<file path="src/pkg/cwg_cfg.svh">
`ifndef CWG_CFG_SVH
`define CWG_CFG_SVH

// ==========================================================
// Register offsets (byte addresses, one word each)
`define CWG_OFF_CTRL        8'h00
`define CWG_OFF_CFG_TIMER   8'h04
`define CWG_OFF_TXPWR_SET   8'h08
`define CWG_OFF_TXPWR_USE   8'h0c
`define CWG_OFF_GPIO_DIR    8'h10
`define CWG_OFF_GPIO_OUT    8'h14
`define CWG_OFF_STATUS      8'h18
`define CWG_OFF_CMD         8'h1c

// ==========================================================
// Control field positions
`define CWG_CTRL_MASTER     0
`define CWG_CTRL_AUTOCONN   1
`define CWG_CTRL_TRIGGER    2
`define CWG_CTRL_HCI        3
`define CWG_CMD_EXIT        0

// ==========================================================
// Reset values and codes
`define CWG_RST_CTRL        4'h0
`define CWG_RST_CFG_TIMER   8'h3c
`define CWG_RST_TXPWR       16'h0010
`define CWG_RST_GPIO_DIR    12'h000
`define CWG_RST_GPIO_OUT    12'h000
`define CWG_GPIO_ALL_IN_ARG 32'h0000_1000
`define CWG_GPIO_ALL_IN     12'hfff
`define CWG_PWR_MAX         16'h0010
`define CWG_PWR_MIN         16'hfff4
`define CWG_PWR_ZERO        16'h0000
`define CWG_TMR_OFF         8'h00
`define CWG_TMR_MAX_TIMED   8'hfc
`define CWG_TMR_LOCAL       8'hfd
`define CWG_TMR_REMOTE      8'hfe
`define CWG_TMR_BOTH        8'hff
`define CWG_ESC_CHAR        8'h24

// ==========================================================
// Timing
`define CWG_CLK_HZ          125000000
`define CWG_BOOT_MS         500
`define CWG_BOOT_CYCLES     ((`CWG_BOOT_MS * (`CWG_CLK_HZ / 1000)))
`define CWG_SEC_CYCLES      (`CWG_CLK_HZ)
`define CWG_FIFO_DEPTH      32

`endif

</file>
<file path="src/pkg/cwg_pkg.sv">
package cwg_pkg;

   // ==========================================================
   // Byte on the host stream, tagged with its origin
   typedef struct packed
   {
      logic       remote;
      logic [7:0] data;
   } cwg_byte_t;

   // ==========================================================
   // Escape detector progress
   typedef enum logic [1:0]
   {
      ESC_NONE,
      ESC_ONE,
      ESC_TWO
   } cwg_esc_t;

endpackage

</file>
<file path="src/hdl/cwg_gate.sv">
// The implementer's own choices: the address map and register access over AHB-Lite.
`timescale 1ns/1ps
`include "cwg_cfg.svh"

module cwg_gate
   import cwg_pkg::*;
#(
   parameter int BOOT_CYCLES = `CWG_BOOT_CYCLES,
   parameter int SEC_CYCLES  = `CWG_SEC_CYCLES
)
(
   input  wire logic        clk,
   input  wire logic        reset_n,
   input  wire logic        hsel,
   input  wire logic [31:0] haddr,
   input  wire logic [1:0]  htrans,
   input  wire logic        hwrite,
   input  wire logic [2:0]  hsize,
   input  wire logic [31:0] hwdata,
   input  wire logic        hready,
   output logic             hreadyout,
   output logic             hresp,
   output logic      [31:0] hrdata,
   input  wire cwg_byte_t   rxByte,
   input  wire logic        rxValid,
   output logic             rxReady,
   output logic             rtsN,
   input  wire logic        ctsN,
   output logic      [7:0]  dataOut,
   output logic             dataOutValid,
   input  wire logic        dataOutReady,
   output logic      [7:0]  cmdByte,
   output logic             cmdValid,
   output logic             cmdMode,
   input  wire logic        connected,
   output logic             dropConn,
   input  wire logic [15:0] nvPower,
   output logic      [15:0] txPower,
   output logic      [15:0] nvPowerWr,
   output logic             nvPowerWrEn,
   output logic      [11:0] gpioOut,
   output logic      [11:0] gpioOeN
);

   // ==========================================================
   // Declarations
   logic [3:0]  ctrl_reg;
   logic [7:0]  cfgTimer_reg;
   logic [15:0] txSet_reg;
   logic [15:0] txUse_reg;
   logic        txLoad_reg;
   logic [11:0] gpioDir_reg;
   logic [11:0] gpioOut_reg;
   logic        nvWrEn_reg;
   logic        wrPend_reg;
   logic [7:0]  wrAddr_reg;
   logic [31:0] rdData_reg;
   logic [26:0] secCnt_reg;
   logic [26:0] bootCnt_reg;
   logic        bootReady_reg;
   logic [7:0]  upSecs_reg;
   logic [7:0]  idleSecs_reg;
   logic        drop_reg;
   logic        cmdMode_reg;
   cwg_esc_t    esc_reg;
   cwg_esc_t    esc_next;
   logic [7:0]  outData_reg;
   logic        outValid_reg;
   logic [7:0]  cmdByte_reg;
   logic        cmdValid_reg;

   cwg_byte_t   fifoOut;
   wire         fifoOutValid;
   wire         fifoFull;
   wire         fifoPop;
   wire         outTaken;
   wire         addrPhase;
   wire         rdPhase;
   wire [7:0]   rdAddr;
   wire         wrCtrl;
   wire         wrTimer;
   wire         wrTxSet;
   wire         wrGpioDir;
   wire         wrGpioOut;
   wire         wrCmd;
   wire         timerArgOk;
   wire         secTick;
   wire         forcedZero;
   wire [7:0]   effTimer;
   wire         timed;
   wire         inWindow;
   wire         localOpen;
   wire         remoteOpen;
   wire         scanOpen;
   wire         isEsc;
   wire         idleArmed;
   wire [15:0]  txPick;
   wire [31:0]  statusWord;
   wire [31:0]  rdMux;

   // ==========================================================
   // Host byte buffer; request-to-send stays low while it has room
   cwg_fifo
   #(
      .WIDTH ($bits(cwg_byte_t)),
      .DEPTH (`CWG_FIFO_DEPTH)
   )
   u_fifo
   (
      .clk      (clk),
      .reset_n  (reset_n),
      .inData   (rxByte),
      .inValid  (rxValid),
      .inReady  (rxReady),
      .outData  (fifoOut),
      .outValid (fifoOutValid),
      .outReady (fifoPop),
      .full     (fifoFull)
   );

   assign rtsN = fifoFull;

   // ==========================================================
   // Bus decode
   assign addrPhase = hsel && htrans[1] && hready;
   assign rdPhase   = addrPhase && !hwrite;
   assign rdAddr    = haddr[7:0];
   assign wrCtrl    = wrPend_reg && (wrAddr_reg == `CWG_OFF_CTRL);
   assign wrTimer   = wrPend_reg && (wrAddr_reg == `CWG_OFF_CFG_TIMER);
   assign wrTxSet   = wrPend_reg && (wrAddr_reg == `CWG_OFF_TXPWR_SET);
   assign wrGpioDir = wrPend_reg && (wrAddr_reg == `CWG_OFF_GPIO_DIR);
   assign wrGpioOut = wrPend_reg && (wrAddr_reg == `CWG_OFF_GPIO_OUT);
   assign wrCmd     = wrPend_reg && (wrAddr_reg == `CWG_OFF_CMD);
   assign timerArgOk = (hwdata[31:8] == 24'h000000);

   assign hreadyout = 1'b1;
   assign hresp     = 1'b0;
   assign hrdata    = rdData_reg;

   assign statusWord = {16'h0000, upSecs_reg, 1'b0, drop_reg, fifoFull, connected,
                        remoteOpen, localOpen, bootReady_reg, cmdMode_reg};

   // Query shows the power in use, not the stored request
   assign rdMux =
      (rdAddr == `CWG_OFF_CTRL)      ? {28'h0000000, ctrl_reg} :
      (rdAddr == `CWG_OFF_CFG_TIMER) ? {24'h000000, cfgTimer_reg} :
      (rdAddr == `CWG_OFF_TXPWR_SET) ? {16'h0000, txSet_reg} :
      (rdAddr == `CWG_OFF_TXPWR_USE) ? {16'h0000, txUse_reg} :
      (rdAddr == `CWG_OFF_GPIO_DIR)  ? {20'h00000, gpioDir_reg} :
      (rdAddr == `CWG_OFF_GPIO_OUT)  ? {20'h00000, gpioOut_reg} :
      (rdAddr == `CWG_OFF_STATUS)    ? statusWord :
      32'h0000_0000;

   // Read data is caught in the address phase, so the slave needs no wait state
   always_ff @(posedge clk)
   begin
      if (!reset_n)
      begin
         wrPend_reg <= 1'b0;
         wrAddr_reg <= 8'h00;
         rdData_reg <= 32'h0000_0000;
      end
      else
      begin
         wrPend_reg <= addrPhase && hwrite;
         if (addrPhase)
            wrAddr_reg <= haddr[7:0];
         if (rdPhase)
            rdData_reg <= rdMux;
      end
   end

   // ==========================================================
   // Software registers
   always_ff @(posedge clk)
   begin
      if (!reset_n)
      begin
         ctrl_reg     <= `CWG_RST_CTRL;
         cfgTimer_reg <= `CWG_RST_CFG_TIMER;
         txSet_reg    <= `CWG_RST_TXPWR;
         nvWrEn_reg   <= 1'b0;
      end
      else
      begin
         nvWrEn_reg <= wrTxSet;
         if (wrCtrl)
            ctrl_reg <= hwdata[3:0];
         if (wrTimer && timerArgOk)
            cfgTimer_reg <= hwdata[7:0];
         if (wrTxSet)
            txSet_reg <= hwdata[15:0];
      end
   end

   assign nvPowerWr   = txSet_reg;
   assign nvPowerWrEn = nvWrEn_reg;

   // ==========================================================
   // GPIO direction; a low enable drives the pin
   always_ff @(posedge clk)
   begin
      if (!reset_n)
      begin
         gpioDir_reg <= `CWG_RST_GPIO_DIR;
         gpioOut_reg <= `CWG_RST_GPIO_OUT;
      end
      else
      begin
         if (wrGpioDir && (hwdata == `CWG_GPIO_ALL_IN_ARG))
            gpioDir_reg <= `CWG_GPIO_ALL_IN;
         else if (wrGpioDir)
            gpioDir_reg <= hwdata[11:0];
         if (wrGpioOut)
            gpioOut_reg <= hwdata[11:0];
      end
   end

   assign gpioOeN = gpioDir_reg;
   assign gpioOut = gpioOut_reg;

   // ==========================================================
   // Power in use: stored value picked up once after reset release
   function automatic logic [15:0] pick_power(input logic [15:0] s);
      logic [15:0] r;
      r = s;
      if (s == `CWG_PWR_ZERO)
         r = `CWG_PWR_ZERO;
      else if ($signed(s) > $signed(`CWG_PWR_MAX))
         r = `CWG_PWR_MAX;
      else if ($signed(s) < $signed(`CWG_PWR_MIN))
         r = `CWG_PWR_MIN;
      else
         r = {s[15:2], 2'b00};
      return r;
   endfunction

   assign txPick = pick_power(nvPower);

   // Loading only at reset release keeps a new setting from acting early
   always_ff @(posedge clk)
   begin
      if (!reset_n)
      begin
         txLoad_reg <= 1'b1;
         txUse_reg  <= `CWG_RST_TXPWR;
      end
      else
      begin
         txLoad_reg <= 1'b0;
         if (txLoad_reg)
            txUse_reg <= txPick;
      end
   end

   assign txPower = txUse_reg;

   // ==========================================================
   // Boot delay and seconds since start
   assign secTick = (secCnt_reg == 27'(SEC_CYCLES - 1));

   always_ff @(posedge clk)
   begin
      if (!reset_n)
      begin
         secCnt_reg    <= 27'h0000000;
         bootCnt_reg   <= 27'h0000000;
         bootReady_reg <= 1'b0;
         upSecs_reg    <= 8'h00;
      end
      else
      begin
         secCnt_reg <= secTick ? 27'h0000000 : secCnt_reg + 27'h0000001;
         if (!bootReady_reg)
            bootCnt_reg <= bootCnt_reg + 27'h0000001;
         if (bootCnt_reg == 27'(BOOT_CYCLES - 1))
            bootReady_reg <= 1'b1;
         if (secTick && (upSecs_reg != 8'hff))
            upSecs_reg <= upSecs_reg + 8'h01;
      end
   end

   // ==========================================================
   // Configuration window
   assign forcedZero = ctrl_reg[`CWG_CTRL_MASTER] || ctrl_reg[`CWG_CTRL_AUTOCONN] ||
                       ctrl_reg[`CWG_CTRL_TRIGGER];
   assign effTimer   = forcedZero ? `CWG_TMR_OFF : cfgTimer_reg;
   assign timed      = (effTimer != `CWG_TMR_OFF) && (effTimer <= `CWG_TMR_MAX_TIMED);
   assign inWindow   = (upSecs_reg < effTimer);

   assign localOpen =
      (effTimer == `CWG_TMR_OFF) ? !connected :
      timed ? inWindow :
      (effTimer == `CWG_TMR_LOCAL) || (effTimer == `CWG_TMR_BOTH);

   assign remoteOpen =
      timed ? inWindow :
      (effTimer == `CWG_TMR_REMOTE) || (effTimer == `CWG_TMR_BOTH);

   // Closed window means the byte is only forwarded, never inspected
   assign scanOpen = bootReady_reg &&
                     (fifoOut.remote ? remoteOpen : localOpen);

   // ==========================================================
   // Trigger master idle timer
   assign idleArmed = ctrl_reg[`CWG_CTRL_TRIGGER] && connected &&
                      (cfgTimer_reg != `CWG_TMR_OFF) &&
                      (cfgTimer_reg <= `CWG_TMR_MAX_TIMED);

   always_ff @(posedge clk)
   begin
      if (!reset_n)
      begin
         idleSecs_reg <= 8'h00;
         drop_reg     <= 1'b0;
      end
      else
      begin
         drop_reg <= 1'b0;
         if (!idleArmed || fifoPop)
            idleSecs_reg <= 8'h00;
         else if (secTick && (idleSecs_reg + 8'h01 == cfgTimer_reg))
         begin
            idleSecs_reg <= 8'h00;
            drop_reg     <= 1'b1;
         end
         else if (secTick)
            idleSecs_reg <= idleSecs_reg + 8'h01;
      end
   end

   assign dropConn = drop_reg;

   // ==========================================================
   // Drain: command bytes go to the interpreter, others out to the link
   assign outTaken = outValid_reg && dataOutReady && !ctsN;
   assign fifoPop  = fifoOutValid && (cmdMode_reg || !outValid_reg || outTaken);
   assign isEsc    = (fifoOut.data == `CWG_ESC_CHAR);

   always_comb
   begin
      esc_next = esc_reg;
      if (fifoPop && !cmdMode_reg)
      begin
         if (!scanOpen || !isEsc)
            esc_next = ESC_NONE;
         else
         begin
            case (esc_reg)
               ESC_NONE : esc_next = ESC_ONE;
               ESC_ONE  : esc_next = ESC_TWO;
               ESC_TWO  : esc_next = ESC_NONE;
               default  : esc_next = ESC_NONE;
            endcase
         end
      end
   end

   // Escape bytes are still forwarded: dropping them would need a lookahead buffer
   always_ff @(posedge clk)
   begin
      if (!reset_n)
      begin
         esc_reg      <= ESC_NONE;
         cmdMode_reg  <= 1'b0;
         outValid_reg <= 1'b0;
         outData_reg  <= 8'h00;
         cmdValid_reg <= 1'b0;
         cmdByte_reg  <= 8'h00;
      end
      else
      begin
         esc_reg      <= esc_next;
         cmdValid_reg <= 1'b0;
         if (fifoPop && !cmdMode_reg && scanOpen && isEsc && (esc_reg == ESC_TWO))
            cmdMode_reg <= 1'b1;
         else if (wrCmd && hwdata[`CWG_CMD_EXIT])
            cmdMode_reg <= 1'b0;
         if (fifoPop && cmdMode_reg)
         begin
            cmdValid_reg <= 1'b1;
            cmdByte_reg  <= fifoOut.data;
         end
         if (fifoPop && !cmdMode_reg)
         begin
            outValid_reg <= 1'b1;
            outData_reg  <= fifoOut.data;
         end
         else if (outTaken)
            outValid_reg <= 1'b0;
      end
   end

   assign dataOut      = outData_reg;
   assign dataOutValid = outValid_reg && !ctsN;
   assign cmdByte      = cmdByte_reg;
   assign cmdValid     = cmdValid_reg;
   assign cmdMode      = cmdMode_reg;

endmodule

</file>
<file path="src/hdl/cwg_fifo.sv">
`timescale 1ns/1ps

module cwg_fifo
#(
   parameter int WIDTH = 9,
   parameter int DEPTH = 32
)
(
   input  wire logic             clk,
   input  wire logic             reset_n,
   input  wire logic [WIDTH-1:0] inData,
   input  wire logic             inValid,
   output logic                  inReady,
   output logic      [WIDTH-1:0] outData,
   output logic                  outValid,
   input  wire logic             outReady,
   output logic                  full
);

   localparam int AW = $clog2(DEPTH);

   logic [WIDTH-1:0] mem [DEPTH];
   logic [AW:0]      wrPtr_reg;
   logic [AW:0]      rdPtr_reg;
   wire              push;
   wire              pop;
   wire              empty;

   // ==========================================================
   // Extra pointer bit tells full from empty
   assign empty    = (wrPtr_reg == rdPtr_reg);
   assign full     = (wrPtr_reg[AW] != rdPtr_reg[AW]) &&
                     (wrPtr_reg[AW-1:0] == rdPtr_reg[AW-1:0]);
   assign inReady  = !full;
   assign outValid = !empty;
   assign push     = inValid && inReady;
   assign pop      = outValid && outReady;
   assign outData  = mem[rdPtr_reg[AW-1:0]];

   always_ff @(posedge clk)
   begin
      if (push)
         mem[wrPtr_reg[AW-1:0]] <= inData;
   end

   always_ff @(posedge clk)
   begin
      if (!reset_n)
      begin
         wrPtr_reg <= '0;
         rdPtr_reg <= '0;
      end
      else
      begin
         wrPtr_reg <= wrPtr_reg + (AW+1)'(push);
         rdPtr_reg <= rdPtr_reg + (AW+1)'(pop);
      end
   end

endmodule

</file>
<file path="config.mk">
export PLATFORM = sky130hd
export DESIGN_NAME = cwg_gate
export DESIGN_NICKNAME = d
export VERILOG_FILES = /design/src/pkg/cwg_pkg.sv /design/src/hdl/cwg_gate.sv /design/src/hdl/cwg_fifo.sv
export VERILOG_INCLUDE_DIRS = /design/src /design/src/pkg
export SDC_FILE = /design/constraint.sdc
export NUM_CORES = 1
export LEC_CHECK = 0
export ABC_AREA = 1
export BUFFER_PORTS_ARGS = -buffer_cell sky130_fd_sc_hd__buf_2
export CAP_MARGIN = 5
export CORE_MARGIN = 2
export CORE_UTILIZATION = 31
export CTS_CLUSTER_DIAMETER = 80
export CTS_CLUSTER_SIZE = 28
export DETAILED_ROUTE_END_ITERATION = 16
export SLEW_MARGIN = 20
export SYNTH_ARGS = -nofsm -noshare
export SYNTH_HDL_FRONTEND = slang
export SYNTH_SLANG_ARGS = --single-unit
</file>
<file path="constraint.sdc">
create_clock -name clk -period 2.6 [get_ports clk]
set_input_delay 0 -clock clk [delete_from_list [all_inputs] [get_ports clk]]
set_output_delay 0 -clock clk [all_outputs]
set_load 0.01 [all_outputs]
</file>
== Word-level counts from Yosys, hierarchy flattened ==
Memories as Yosys holds them, arrays and structs flattened. A register that Yosys moved wholly into a read port is not among the register bits.
Index checks and enable logic that the tools add are counted.

* Input bits: 103
* RAM bits: 288
* Word-level logic and storage cells: 156
* Register bits after elaboration: 216
* Output and inout port bits: 113
* Memories kept: 1

{| class="wikitable"
|+ Memory list
! name !! depth !! bits a word !! rd ports !! clocked after Yosys merged registers in !! wr ports !! line !! source
|-
| u_fifo.mem || 32 || 9 || 1 || 1 || 1 || cwg_fifo.sv:22 || <nowiki>logic [WIDTH-1:0] mem [DEPTH];</nowiki>
|}

* Reductions and logical operators: 64
* Bitwise logic cells: 1
* Magnitude comparators: 5
* Mux-type cells: 29
* Equal/unequal tests: 25
* $add $sub $neg: 6

{| class="wikitable"
|+ Operators with widths
! operator !! number
|-
| $mux W16 || 10
|-
| $add A27 B1 Y27 const B || 2
|-
| $eq A8 B5 Y1 const B || 6
|-
| $eq A32 B13 Y1 const B || 1
|-
| $logic_and A1 B1 Y1 || 32
|-
| $eq A27 B26 Y1 const B || 1
|-
| $eq A27 B27 Y1 const B || 1
|-
| $eq A8 B4 Y1 const B || 3
|-
| $eq A8 B8 Y1 const B || 3
|-
| $logic_not A24 Y1 || 1
|-
| $logic_not A8 Y1 || 3
|-
| $mux W12 || 2
|-
| $add A8 B1 Y8 const B || 2
|-
| $eq A8 B3 Y1 const B || 2
|-
| $gt A16 B6 Y1 const B || 1
|-
| $le A8 B8 Y1 const B || 2
|-
| $logic_not A16 Y1 || 1
|-
| $lt A16 B5 Y1 const B || 1
|-
| $reduce_bool A8 Y1 || 2
|-
| $mux W1 || 13
|-
| $add A6 B1 Y6 || 2
|-
| $logic_not A1 Y1 || 10
|-
| $eq A8 B6 Y1 const B || 1
|-
| $eq A8 B8 Y1 || 1
|-
| 17 further kinds || 27
|}

== Depth between registers and ports, before layout ==
* Depth in word-level cells: 14
* Gate-level depth with buffers: 17
* Gate-level depth less buffers: 16

== Cells and area by module ==
From an unflattened synthesis, not the netlist that was laid out.

* Cell total of the unflattened synthesis: 2,385
* Area, all modules: 21,506.9 um2

{| class="wikitable"
|+ Modules (own cells, without submodules)
! module !! area each (um2) !! instances !! sequential area each (um2) !! cells an instance
|-
| cwg_fifo || 12,507.0 || 1 || 8,888.5 || 1,129
|-
| cwg_gate || 8,999.9 || 1 || 3,723.6 || 1,256
|}

== Least setup slack after synthesis ==
No wires, ideal clock.

* Path kind: reg-to-reg
* From: register u_fifo.rdPtr_reg[2]
* To: memory u_fifo.mem[10][0] (enable)
* Required time: 2.226 ns
* Buffers on the path: 1
* Path slack: 0.328 ns
* Clock period less this slack: 2.272 ns
* Setup time: 0.374 ns
* Cell stages (with the launch flop): 12
* Arrival: 1.898 ns
* Cell sequence: dfxtp_1 > buf_2 > clkinv_1 > nand2_1 > a21oi_1 > nand2_1 > nor2_1 > nand2_1 > inv_1 > nor2_2 > nand3_1 > nor2_1

* Cells in the longest elaborated chain, start to end: 6

{| class="wikitable"
|+ Ends and longest elaborated chain
! what !! line !! source
|-
| start, declared || cwg_fifo.sv:24 || <nowiki>logic [AW:0] rdPtr_reg;</nowiki>
|-
| start signal, assigned || cwg_fifo.sv:56 || <nowiki>rdPtr_reg <= rdPtr_reg + (AW+1)'(pop);</nowiki>
|-
| $eq A5 B5 Y1 || cwg_fifo.sv:33 || <nowiki>(wrPtr_reg[AW-1:0] == rdPtr_reg[AW-1:0]);</nowiki>
|-
| $logic_and A1 B1 Y1 || cwg_fifo.sv:32 || <nowiki>assign full = (wrPtr_reg[AW] != rdPtr_reg[AW]) &&</nowiki>
|-
| $logic_not A1 Y1 || cwg_fifo.sv:34 || <nowiki>assign inReady = !full;</nowiki>
|-
| named net rxReady || cwg_gate.sv:26 || <nowiki>output logic rxReady,</nowiki>
|-
| $logic_and A1 B1 Y1 || cwg_fifo.sv:36 || <nowiki>assign push = inValid && inReady;</nowiki>
|-
| $mux W1 || cwg_fifo.sv:42 || <nowiki>if (push)</nowiki>
|-
| $mux W1 (implied by the code) || cwg_fifo.sv:43 || <nowiki>mem[wrPtr_reg[AW-1:0]] <= inData;</nowiki>
|-
| end, declared || cwg_fifo.sv:22 ||
|}

The timed path passes the listed nets, and every way through them passes these cells.

== Worst setup path in the final report ==
* From: input nvPower[15]
* To: register txUse_reg[4], in the netlist txPower[4]

* Cells in the longest elaborated chain, start to end: 4
* Elaborated cells on any way between the ends: 6
* Those cells by class: order compare (2); mux (3); reduce/logical (1)

{| class="wikitable"
|+ Ends and longest elaborated chain
! what !! line !! source
|-
| start, declared || cwg_gate.sv:37 || <nowiki>input wire logic [15:0] nvPower,</nowiki>
|-
| $lt A16 B5 Y1 || cwg_gate.sv:231 || <nowiki>else if ($signed(s) < $signed(`CWG_PWR_MIN))</nowiki>
|-
| $mux W16 || cwg_gate.sv:231 ||
|-
| $mux W16 || cwg_gate.sv:229 || <nowiki>else if ($signed(s) > $signed(`CWG_PWR_MAX))</nowiki>
|-
| $mux W16 * || cwg_gate.sv:227 || <nowiki>if (s == `CWG_PWR_ZERO)</nowiki>
|-
| end signal, assigned || cwg_gate.sv:246 || <nowiki>txUse_reg <= `CWG_RST_TXPWR;</nowiki>
|-
| end signal, assigned || cwg_gate.sv:252 || <nowiki>txUse_reg <= txPick;</nowiki>
|-
| end, declared || cwg_gate.sv:50 || <nowiki>logic [15:0] txUse_reg;</nowiki>
|}

Mark *: on every way between the ends. The rest lies on a longest branch, timed or not.
A chain may end at the register's enable or synchronous reset.

==> reports/metrics.yaml <==
run_status:
  status: "finished clean"
clocking:
  cts_tree: "done"
  h-tree-depth: 1
  clkLatencyLatePin_ns: 0.60
  cts.sinks: 486
  cts_buffer_depth: 3
  clockRootBuffer: "clkbuf_16"
  cts-buffers-inserted: 29
  clk_pin_slew_ns: 0.11
finish:
  nets: 2623
  drive_above_1_share_pct: 15.0
  syn_to_final_growth_pct: 17.9
  multi_input_area_um2: 7410
  design_area_um2: 25100
  finish.utilization_pct: 36.7
  largest_reg_flops: 288
  antennaDiodeCount: 0
  fillCellCount: 6891
  seq_area_um2: 12600
setup_path:
  cp_max_fo: 12
  critPathMaxStageDelay_ns: 0.57
  critical-path-top-delay-family: "buffers and inverters"
  slowest_stage: "dlygate4sd3_1"
  crit_chain: "dlygate4sd3_1, buf_2, inv_1, nor4_1, nand3_1, ha_4, inv_1, nand3_1, dlygate4sd3_1, a22oi_1, dlygate4sd3_1, nand2_1"
  end_kind: "flip-flop"
  critical_path_required_ns: 3.06
  start_kind: "input port"
  critPathArrivalTime_ns: 3.02
  cp_num_buf_inv: 6
  crit_type: "in2reg"
  cpMostUsedCell: "dlygate4sd3_1"
timing:
  finalSetupTns_ns: 0
  max_freq_mhz: 389
  setup_viol: 0
  skew_ns: 0.0281
  final.setup.worst_slack_ns: 0.0304
  slew_headroom_pct: 49.4
  final-hold-violation-count: 0
  slew_violations: 0
  period_needed_ns: 2.57
  fin_crit_sh_pct: 98.8
  tightest_slew_ns: 0.753
placement:
  hpwl_um: 40300
  place_area_um2: 23500
  portBuffers: 167
  dp_slack_ns: 0.305
  gp_congestion: 0.888
power_and_ir_drop:
  p_comb_share_pct: 19.7
  pwr_density_cell_nw_per_um2: 686
  switchingPower_mw: 5.15
  swShare_pct: 29.9
  internal-power_mw: 12.1
  total_power_mw: 17.2
  seqPwrFrac_pct: 48.6
  ir_drop_mv: 0.497
  p_leak_nw: 9.39
  clockPowerShare_pct: 31.6
logic_synthesis:
  synth.cell_area_um2: 21300
  synth_cells: 2259
  yosysMostFrequentCell: "nor2_1"
  syn_area_per_cell_um2: 9.42
  synth_edf_count: 288
  ys_top_cells_by_count: "nor2_1 (328), nand2_1 (327), edfxtp_1 (288), dfxtp_1 (198), inv_1 (180)"
  synth_seq_cells: 486
  synth_top_area_cell: "edfxtp_1"
  seq_area_frac_synth_pct: 59.2
  yosysUniqueCellTypes: 54
  synth_top_area_share_pct: 40.6
  synthTopCellsByArea: "edfxtp_1 (41%), dfxtp_1 (19%), nor2_1 (5.8%)"
  async_reset_ff_share_pct: 0
  ys_warn_count: 0
  synth_flop_cell: "edfxtp_1"
min_path:
  hp-class: "in2reg"
grt:
  grt_pass1_vias: 15521
  globalRouteTotalUtil_pct: 16.2
  grt_max_degree: 86
  antenna_found_initial: 0
  grt_pass1_wl_um: 90100
  grt-ovfl-total: 0
flow_run:
  drv_cap: 0
floorplanning:
  core_um2: 68300
  chipWidth_um: 266
  initial_core_util_pct: 31.1
  die_area_um2: 70800
  io_pins: 216
  die_h_um: 266
  row_count: 96
drt:
  dr.pass1.iters: 5
  postRouteAntennaNets: 0
  wl_um: 59300
  dr_wl_met3_um: 3680
  first_iter_violations: 1551
  highest_layer: "met4"
  wl_per_cell_um: 17.4
  drc: 0
  viasPerCell: 4.89
  route.vias.total: 16654
  met1_length_um: 26900
  wl_met2_um: 27100
-- through the flow --
stage / instances / hold slack [ns]
2_1_floorplan: 2277 / 0.0475
3_3_place_gp: 3299 / 0.271
3_5_place_dp: 3299 / 0.271
4_1_cts: 3406 / 0.00440
5_1_grt: 3406 / 0.0248
6_report: 3406 / 0.00770
-- power by group through the flow --
stage	clock network (mW)	registers [mW]	logic, mW
after floorplan	0	8.55	1.99
after global placement	0	8.55	3.28
after detailed placement	0	8.55	3.30
after CTS	5.55	8.38	3.38
after global routing	5.81	8.39	3.74
final	5.45	8.37	3.40
-- layer usage --
layer	vias up	global-route usage (%)
li1	8186	-
met1	7820	22.4
met2	563	26.6
met3	85	2.16
met4	0	4.42
met5	-	0
-- repair_timing --
item / in CTS / in global routing
hold endpoints to repair: 205 / 0
setup buffers: 0 / 0
setup endpoints to repair: 0 / 11
hold buffers: 56 / 0
gates resized for setup: 0 / 4
-- final cells by class --
cell class / count / area share, %
tap: 882 / 4.40
multi-input combinational: 1478 / 29.5
timing repair buffer: 311 / 8.59
clock buffer: 30 / 2.91
clock inverter: 21 / 1.33
inverter: 198 / 2.97
sequential: 486 / 50.3
-- layout by cell type, fill, tap and decap left out, types with 29 or more instances in the layout --
cell / netlist / routed
nand3_1: 104 / 104
nor2_1: 328 / 328
dfxtp_1: 198 / 196
clkbuf_16: 0 / 29
o21ai_1: 51 / 51
buf_2: 31 / 167
nor3_1: 40 / 40
edfxtp_1: 288 / 288
nand4_1: 29 / 29
buf_4: 33 / 80
o21ai_0: 178 / 178
inv_1: 180 / 179
o211ai_1: 41 / 41
dlygate4sd3_1: 0 / 56
nand2_1: 327 / 327
a21oi_1: 163 / 163
-- kinds of logic after synthesis --
family          Yosys count  synth area share (%)
simple gates            918                  19.2
flops                   486                  59.2
compound gates          483                  12.4
buf+inv                 313                  6.39
xor+xnor                 31                  1.28
fa+ha+maj                16                 0.940
mux                      10                 0.470
other cells               2                0.0353
-- worst reg2reg max path: cells and delay by family, from the launching register on --
| kind | cells | cell delay, ns |
|---|---|---|
| flops | 1 | 0.47 |
| compound gates | 1 | 0.08 |
| buf+inv | 4 | 0.64 |
| simple gates | 7 | 0.88 |
-- worst paths after layout --
check                                              endpoint  depth (start not counted)  slack [ns]                            from
worst max-delay path                txPower[4]$_SDFFE_PN1P_                         12        0.03                     nvPower[15]
worst min-delay path            u_fifo.mem[22][1]$_DFFE_PP_                          1       0.008                       rxByte[1]
worst max register to register  u_fifo.mem[31][7]$_DFFE_PP_                         12        0.24  u_fifo.rdPtr_reg[2]$_SDFF_PN0_
worst min register to register     secCnt_reg[0]$_SDFF_PP0_                          1        0.46        secCnt_reg[0]$_SDFF_PP0_
No activity file was read; power rests on OpenSTA's default activity.
